File: src/core/apdsp_defines.svh
// constants of the active power signal path
`ifndef APDSP_DEFINES_SVH
`define APDSP_DEFINES_SVH
`define APD_CLK_HZ 100000000
`define APD_OSC_HZ 450000
`define APD_SAMPLE_DIV (`APD_CLK_HZ / `APD_OSC_HZ)
`define APD_DEC_RATIO 32
`define APD_DEC_SCALE 17
`define APD_HPF_SHIFT 10
`define APD_LPF_SHIFT 9
`define APD_MUL_DROP 18
`define APD_CF_RATIO_MAX 7
`define APD_PULSE_US 10
`define APD_PULSE_CYC ((`APD_PULSE_US * (`APD_CLK_HZ / 1000000)))
`define APD_FIFO_DEPTH 32
`endif

File: src/core/apdsp_pkg.sv
// types of the active power signal path
package apdsp_pkg;
   typedef logic signed [23:0] apdsp_word_t;
   typedef logic signed [24:0] apdsp_hp_t;
   typedef logic signed [31:0] apdsp_pwr_t;
   typedef enum logic {APDSP_NEXT_F1, APDSP_NEXT_F2} apdsp_fphase_t;
endpackage : apdsp_pkg

File: src/core/apdsp_fifo.sv
// flip-flop fifo with valid/ready on both sides
`timescale 1ns/1ps
`default_nettype none
module apdsp_fifo #(
   parameter int WIDTH = 32,
   parameter int DEPTH = 32
) (
   input wire logic clk,
   input wire logic arst_n,
   input wire logic [WIDTH-1:0] in_data,
   input wire logic in_valid,
   output logic in_ready,
   output logic [WIDTH-1:0] out_data,
   output logic out_valid,
   input wire logic out_ready
);
   localparam int AW = $clog2(DEPTH);
   logic [WIDTH-1:0] mem_r [DEPTH];
   logic [AW-1:0] wr_r;
   logic [AW-1:0] rd_r;
   logic [AW:0] cnt_r;
   logic push;
   logic pop;

   assign in_ready = (cnt_r != (AW+1)'(DEPTH));
   assign out_valid = (cnt_r != '0);
   assign out_data = mem_r[rd_r];
   assign push = in_valid && in_ready;
   assign pop = out_valid && out_ready;

   always_ff @(posedge clk) begin
      if (push) begin
         mem_r[wr_r] <= in_data;
      end
   end

   always_ff @(posedge clk or negedge arst_n) begin
      if (!arst_n) begin
         wr_r <= '0;
         rd_r <= '0;
         cnt_r <= '0;
      end else begin
         if (push) begin
            wr_r <= (wr_r == AW'(DEPTH-1)) ? '0 : wr_r + 1'b1;
         end
         if (pop) begin
            rd_r <= (rd_r == AW'(DEPTH-1)) ? '0 : rd_r + 1'b1;
         end
         cnt_r <= cnt_r + (AW+1)'(push) - (AW+1)'(pop);
      end
   end
endmodule : apdsp_fifo
`default_nettype wire

File: src/core/apdsp_top.sv
// active power path: decimation, hpf, multiply, lpf, pulse conversion
// Functional notes
// - each modulator bit is taken once per tick of the 450 kHz sampling rate.
// - a decimator averages modulator bits into 24-bit signed words.
// - the current channel passes a dc-removing high-pass filter.
// - instantaneous power is the product of the current and voltage words.
// - a low-pass filter extracts the dc term of instantaneous power.
// - positive active power is accumulated into slow f1/f2 pulses.
// - the calibration pulse uses a much shorter accumulation threshold.
// - the chain keeps the 40 Hz to 1 kHz band intact.
// - the decimated rate gives 7 kHz bandwidth, scaling with the sample rate.
// - multiply then filter yields true power at any power factor and harmonic.
// - the low-pass filter is single pole near 4.5 Hz.
// - the high-pass phase shift is compensated between channels.
`timescale 1ns/1ps
`default_nettype none
`include "apdsp_defines.svh"
module apdsp_top #(
   parameter int F_BASE_SHIFT = 30,
   parameter int PULSE_CYC = `APD_PULSE_CYC,
   parameter int FIFO_DEPTH = `APD_FIFO_DEPTH
) (
   input wire logic clk,
   input wire logic arst_n,
   input wire logic cur_bit,
   input wire logic volt_bit,
   input wire logic [1:0] freq_sel,
   input wire logic cf_scale_sel,
   output apdsp_pkg::apdsp_pwr_t power_word,
   output logic power_valid,
   output logic calibration_pulse_output,
   output logic f1_pulse,
   output logic f2_pulse
);
   import apdsp_pkg::*;

   localparam int DIV = `APD_SAMPLE_DIV;
   localparam int DEC = `APD_DEC_RATIO;
   localparam int HS = `APD_HPF_SHIFT;
   localparam int LS = `APD_LPF_SHIFT;
   localparam int TICK_GAP = `APD_SAMPLE_DIV;

   logic [7:0] tick_cnt_r;
   logic tick;
   logic [4:0] dec_cnt_r;
   logic dec_stb_r;
   logic hpf_stb_r;
   logic mul_stb_r;
   logic [1:0] bits;
   apdsp_word_t word_r [2];
   apdsp_hp_t hp_r [2];
   apdsp_pwr_t inst_r;
   logic signed [49:0] prod;
   logic signed [31+LS:0] lpf_r;
   logic signed [31+LS:0] lpf_nxt;
   apdsp_pwr_t lpf_y;
   apdsp_pwr_t hold_r;
   logic hold_vld_r;
   logic fifo_in_ready;
   logic [31:0] drain_data;
   logic drain_valid;
   logic drain_ready;

   assign bits = {volt_bit, cur_bit};
   assign tick = (tick_cnt_r == 8'(DIV - 1));

   always_ff @(posedge clk or negedge arst_n) begin
      if (!arst_n) begin
         tick_cnt_r <= '0;
      end else begin
         tick_cnt_r <= tick ? '0 : tick_cnt_r + 1'b1;
      end
   end

   always_ff @(posedge clk or negedge arst_n) begin
      if (!arst_n) begin
         dec_cnt_r <= '0;
         dec_stb_r <= 1'b0;
      end else begin
         dec_stb_r <= tick && (dec_cnt_r == 5'(DEC - 1));
         if (tick) begin
            dec_cnt_r <= dec_cnt_r + 1'b1;
         end
      end
   end

   // both channels get the same hpf so the phase shift cancels
   generate
      for (genvar ch = 0; ch < 2; ch++) begin : g_ch
         logic [5:0] ones_r;
         logic [5:0] total;
         logic signed [7:0] diff;
         logic signed [23+HS:0] dc_r;
         apdsp_hp_t hp_nxt;
         assign total = ones_r + 6'(bits[ch]);
         assign diff = $signed({1'b0, total, 1'b0}) - 8'(DEC);
         assign hp_nxt = {word_r[ch][23], word_r[ch]}
            - {dc_r[23+HS], dc_r[23+HS:HS]};

         // integrate and dump over the decimation window
         always_ff @(posedge clk or negedge arst_n) begin
            if (!arst_n) begin
               ones_r <= '0;
               word_r[ch] <= '0;
            end else if (tick) begin
               if (dec_cnt_r == 5'(DEC - 1)) begin
                  ones_r <= '0;
                  word_r[ch] <= {{16{diff[7]}}, diff} <<< `APD_DEC_SCALE;
               end else begin
                  ones_r <= total;
               end
            end
         end

         // dc tracker subtracted from the word
         always_ff @(posedge clk or negedge arst_n) begin
            if (!arst_n) begin
               dc_r <= '0;
               hp_r[ch] <= '0;
            end else if (dec_stb_r) begin
               hp_r[ch] <= hp_nxt;
               dc_r <= dc_r + (24+HS)'(hp_nxt);
            end
         end
      end
   endgenerate

   always_ff @(posedge clk or negedge arst_n) begin
      if (!arst_n) begin
         hpf_stb_r <= 1'b0;
         mul_stb_r <= 1'b0;
      end else begin
         hpf_stb_r <= dec_stb_r;
         mul_stb_r <= hpf_stb_r;
      end
   end

   assign prod = hp_r[0] * hp_r[1];

   always_ff @(posedge clk or negedge arst_n) begin
      if (!arst_n) begin
         inst_r <= '0;
      end else if (hpf_stb_r) begin
         inst_r <= 32'(prod >>> `APD_MUL_DROP);
      end
   end

   assign lpf_y = lpf_r[31+LS:LS];
   assign lpf_nxt = lpf_r + {{LS{inst_r[31]}}, inst_r}
      - {{LS{lpf_y[31]}}, lpf_y};
   always_ff @(posedge clk or negedge arst_n) begin
      if (!arst_n) begin
         lpf_r <= '0;
      end else if (mul_stb_r) begin
         lpf_r <= lpf_nxt;
      end
   end

   // filtered power held until the fifo takes it
   always_ff @(posedge clk or negedge arst_n) begin
      if (!arst_n) begin
         hold_r <= '0;
         hold_vld_r <= 1'b0;
         power_word <= '0;
         power_valid <= 1'b0;
      end else begin
         power_valid <= mul_stb_r;
         if (mul_stb_r) begin
            hold_r <= lpf_nxt[31+LS:LS];
            hold_vld_r <= 1'b1;
            power_word <= lpf_nxt[31+LS:LS];
         end else if (fifo_in_ready) begin
            hold_vld_r <= 1'b0;
         end
      end
   end

   apdsp_fifo #(.WIDTH(32), .DEPTH(FIFO_DEPTH)) u_fifo (
      .clk(clk),
      .arst_n(arst_n),
      .in_data(hold_r),
      .in_valid(hold_vld_r),
      .in_ready(fifo_in_ready),
      .out_data(drain_data),
      .out_valid(drain_valid),
      .out_ready(drain_ready)
   );

   // digital-to-frequency conversion
   logic [47:0] acc_r;
   logic [47:0] thr;
   logic [5:0] cf_shift;
   logic [2:0] ratio_log;
   logic [15:0] cf_wid_r;
   logic [15:0] f_wid_r;
   logic [6:0] f_cnt_r;
   logic [6:0] f_last;
   logic cf_fire;
   apdsp_fphase_t fph_r;

   // cf threshold depends only on the scale select
   assign cf_shift = 6'(F_BASE_SHIFT - `APD_CF_RATIO_MAX + 32'(!cf_scale_sel));
   assign ratio_log = 3'(`APD_CF_RATIO_MAX) - 3'(freq_sel) - 3'(!cf_scale_sel);
   assign f_last = 7'((8'h01 << ratio_log) - 8'h01);
   assign thr = 48'h1 << cf_shift;
   assign cf_fire = (cf_wid_r == '0) && (acc_r >= thr);
   assign drain_ready = (cf_wid_r == '0) && !(acc_r >= thr);

   always_ff @(posedge clk or negedge arst_n) begin
      if (!arst_n) begin
         acc_r <= '0;
      end else if (cf_fire) begin
         acc_r <= acc_r - thr;
      end else if (drain_valid && drain_ready && !drain_data[31]) begin
         acc_r <= acc_r + 48'(drain_data);
      end
   end

   always_ff @(posedge clk or negedge arst_n) begin
      if (!arst_n) begin
         cf_wid_r <= '0;
      end else if (cf_fire) begin
         cf_wid_r <= 16'(PULSE_CYC);
      end else if (cf_wid_r != '0) begin
         cf_wid_r <= cf_wid_r - 1'b1;
      end
   end
   assign calibration_pulse_output = (cf_wid_r != '0);

   // f1/f2 alternate after 2^ratio cf pulses
   always_ff @(posedge clk or negedge arst_n) begin
      if (!arst_n) begin
         f_cnt_r <= '0;
         f_wid_r <= '0;
         fph_r <= APDSP_NEXT_F1;
         f1_pulse <= 1'b0;
         f2_pulse <= 1'b0;
      end else begin
         if (f_wid_r != '0) begin
            f_wid_r <= f_wid_r - 1'b1;
         end else begin
            f1_pulse <= 1'b0;
            f2_pulse <= 1'b0;
         end
         if (cf_fire) begin
            if (f_cnt_r >= f_last) begin
               f_cnt_r <= '0;
               f_wid_r <= 16'(PULSE_CYC);
               unique case (fph_r)
                  APDSP_NEXT_F1: begin
                     f1_pulse <= 1'b1;
                     fph_r <= APDSP_NEXT_F2;
                  end
                  APDSP_NEXT_F2: begin
                     f2_pulse <= 1'b1;
                     fph_r <= APDSP_NEXT_F1;
                  end
               endcase
            end else begin
               f_cnt_r <= f_cnt_r + 1'b1;
            end
         end
      end
   end
endmodule : apdsp_top
`default_nettype wire

File: config.mk
export PLATFORM = sky130hd
export DESIGN_NAME = apdsp_top
export DESIGN_NICKNAME = d
export VERILOG_FILES = /design/src/core/apdsp_pkg.sv /design/src/core/apdsp_fifo.sv /design/src/core/apdsp_top.sv
export VERILOG_INCLUDE_DIRS = /design/src /design/src/core
export SDC_FILE = /design/constraint.sdc
export NUM_CORES = 2
export LEC_CHECK = 0
export BUFFER_PORTS_ARGS = -buffer_cell sky130_fd_sc_hd__buf_2
export CAP_MARGIN = 40
export CORE_AREA = 5 5 567 569
export DETAILED_ROUTE_END_ITERATION = 8
export DIE_AREA = 0 0 572 574
export PLACE_DENSITY = 0.4
export SLEW_MARGIN = 20
export SYNTH_ARGS = -nofsm -noshare
export SYNTH_HDL_FRONTEND = slang
export SYNTH_SLANG_ARGS = --single-unit
File: constraint.sdc
create_clock -name clk -period 10.7 [get_ports clk]
set_clock_uncertainty 0.2 [all_clocks]
set_input_delay 0.535 -clock clk [delete_from_list [all_inputs] [get_ports clk]]
set_output_delay 0.535 -clock clk [all_outputs]
set_load 0.005 [all_outputs]
==> reports/metrics.yaml <==
status: "finished, final reports clean"
drc: 0
synth_common_cells: "edfxtp_1, inv_1, fa_1, nand2_1, dfrtp_1"
seqCellArea_um2: 39260
fillCellCount: 31770
rsz0062_at_grt: "false"
cp.arrival_ns: 8.74
grt_pass1_wl_mm: 354.5
clk_path_buf_depth: 4
yosysTopAreaCell: "edfxtp_1"
slowest_delay_ns: 0.87
cts_sinks: 1363
clkLatencyLatePin_ns: 0.87
r2r_cells: 23
finalPower_w: 0.01121
drv_slew: 0
yosys_warnings: 0
start_util_pct: 26.79
start_kind: "flop"
drt_first_iter_violations: 2764
drv_cap: 0
syn_nets: 7491
total_leakage_power_nw: 35.64
die_w_um: 572
totalNegativeSetupSlack_ns: 0
post_drt_wl_per_cell_um: 21.56
slew_headroom_pct: 39.82
fmax_mhz: 120.5
place_area_um2: 90740
final_area_um2: 96060
netlist_area_um2: 84730
num_rows: 207
viasPerCell: 4.559
r2r_slack_ns: 2.40
ys_seq_elements: 1363
place_congestion: 0.7855
utilization_pct: 30.38
path_cells: "buf_4 > nand2_1 > fa_1 > inv_1 > fa_1 > fa_1 > fa_1 > fa_1 > fa_1 > inv_1 > fa_1 > inv_1 > ha_1 > a21o_1 > a21o_1 > a21oi_1 > o21ai_0 > and3_1 > o21ai_0 > a21oi_1 > or3_1 > a2111o_1 > o311ai_0"
fin_crit_ns: 8.298
synthArstFlopShare_pct: 24.87
ys.flop_type: "edfxtp_1"
critPathKind: "flop to flop"
cp-end-kind: "flop"
overflow: 0
synth_cell_types: 80
worst_slack_ns: 2.402
vias: 49440
multi_input_area_um2: 41130
grt.total_usage_pct: 14.20
worst_pin_slew_ns: 0.9027
place_hpwl_mm: 156.4
syn2layout_area_growth_pct: 13.38
cp_slowest_cell: "dfrtp_1"
coreArea_um2: 316200
hp-class: "input port to asynchronous set/reset pin"
fin_crit_sh_pct: 77.56
cts_buffers: 169
ir_drop_v: 0.0001018
r2r_start: "hp_r[33]"
cellPowerDensity_nw_per_um2: 116.7
cts-htree-levels: 4
clkTransAtPathRegs_ns: 0.07
root_buffer: "clkbuf_16"
grt_max_degree: 119
cts_tree: "done"
die_height_um: 574
syn_avg_cell_area_um2: 13.14
hold_violations: 0
wl_mm: 233.8
netlist_instances: 6448
path_common_cell: "fa_1"
dr.pass1.iters: 5
synth_top_cell_area_share_pct: 36.29
drive_gt1_share_pct: 14.34
pre_cts_ws_ns: 2.386
cts_resized: 0
synth_edf_count: 1024
cts_setup_buffers: 0
cp_max_fo: 15
ant_nets: 0
antenna_found_initial: 3
r2r-end: "inst_r[30]"
pin_count: 43
port_buffers: 42
dieArea_um2: 328300
synth.most_common_cell: "edfxtp_1"
finalSetupViolations: 0
ys_seq_area_share_pct: 46.31
grt_pass1_vias: 53650
final_nets: 7576
synth_area_leaders: "edfxtp_1, fa_1, dfrtp_1, mux4_2, ha_1"
critical_path_required_ns: 11.14
cells in the final DEF (no fill, tap or decap), types with 178 or more instances in the layout:
master,Yosys,layout
ha_1,335,335
and2_1,312,312
inv_1,901,901
dfrtp_1,339,328
mux4_2,320,320
nand2_1,519,519
edfxtp_1,1024,1024
o21ai_0,197,197
nor2_1,210,178
fa_1,701,701
power breakdown:
| part | leakage, nW | switching, W | internal (W) |
|---|---|---|---|
| registers | 11.5 | 0.00000133 | 0.00563 |
| clock network | 2.55 | 0.00229 | 0.00323 |
| logic | 21.5 | 0.0000486 | 0.0000175 |
cells by family (layout without fill, tap and decap cells):
family | after synthesis | in the layout | share of synthesized area, %
buffers and inverters | 1193 | 1407 | 5.445
DFF | 1363 | 1363 | 46.31
xor gates and xnor gates | 238 | 238 | 2.460
adders and majority gates | 1036 | 1036 | 21.51
other | 0 | 2 | 0
AOI/OAI and AO/OA | 701 | 701 | 5.256
and+or+nand+nor | 1437 | 1437 | 8.438
muxes | 480 | 480 | 10.59
flip-flops by register name, indices dropped and copies added, names as in the netlist, 5 cells and up:
signal,flops
acc_r,48
cf_wid_r,16
dec_cnt_r,5
f_cnt_r,7
f_wid_r,16
g_ch.dc_r,68
g_ch.ones_r,12
hp_r,50
inst_r,32
lpf_r,41
tick_cnt_r,8
u_fifo.cnt_r,6
u_fifo.mem_r,1024
u_fifo.rd_r,5
u_fifo.wr_r,5
word_r,12
what timing repair did:
| action | CTS | global route |
|---|---|---|
| hold buffers | 3 | 0 |
| endpoints found under the setup margin | 0 | 0 |
| endpoints found under the hold margin | 59 | 0 |
layout make-up:
type | instances | area share [%]
clock inverter | 59 | 0.5822
sequential | 1363 | 40.87
timing repair buffer | 204 | 1.863
multi-input combinational | 3892 | 42.81
antenna | 2 | 0.005210
tap | 4180 | 5.445
clock buffer | 241 | 4.895
inverter | 903 | 3.529
stage by stage:
| stage | cells | hold slack, ns |
|---|---|---|
| global route | 10840 | 0.06262 |
| global placement | 10510 | 0.2531 |
| CTS | 10840 | 0.02956 |
| detailed placement | 10540 | 0.2594 |
| finish | 10840 | 0.05822 |
| floorplan | 6448 | 0.03941 |
per-layer routing:
layer	global-route usage [%]	up-vias	wire length [um]
met2	24.58	764	116200
li1	-	22460	-
met5	0	-	0
met1	19.14	25930	105400
met3	1.736	285	7515
met4	2.911	0	4691
critical path: cells and delay by family, from the launching register on:
family	cells	cell delay (ns)
adder cells (fa/ha/maj)	8	3.90
AO/OA/AOI/OAI	8	1.91
flip-flops	1	0.87
AND/OR/NAND/NOR	3	0.75
buffers and inverters	4	0.51
worst max-delay path by stage:
stage	from	endpoint
after floorplan	hp_r[4]	inst_r[30]
after global placement	hp_r[38]	inst_r[30]
after detailed placement	hp_r[35]	inst_r[30]
after CTS	hp_r[2]	inst_r[30]
after global routing	hp_r[1]	inst_r[30]
final	hp_r[33]	inst_r[30]
Note: power is estimated with default switching activity, not from simulation.
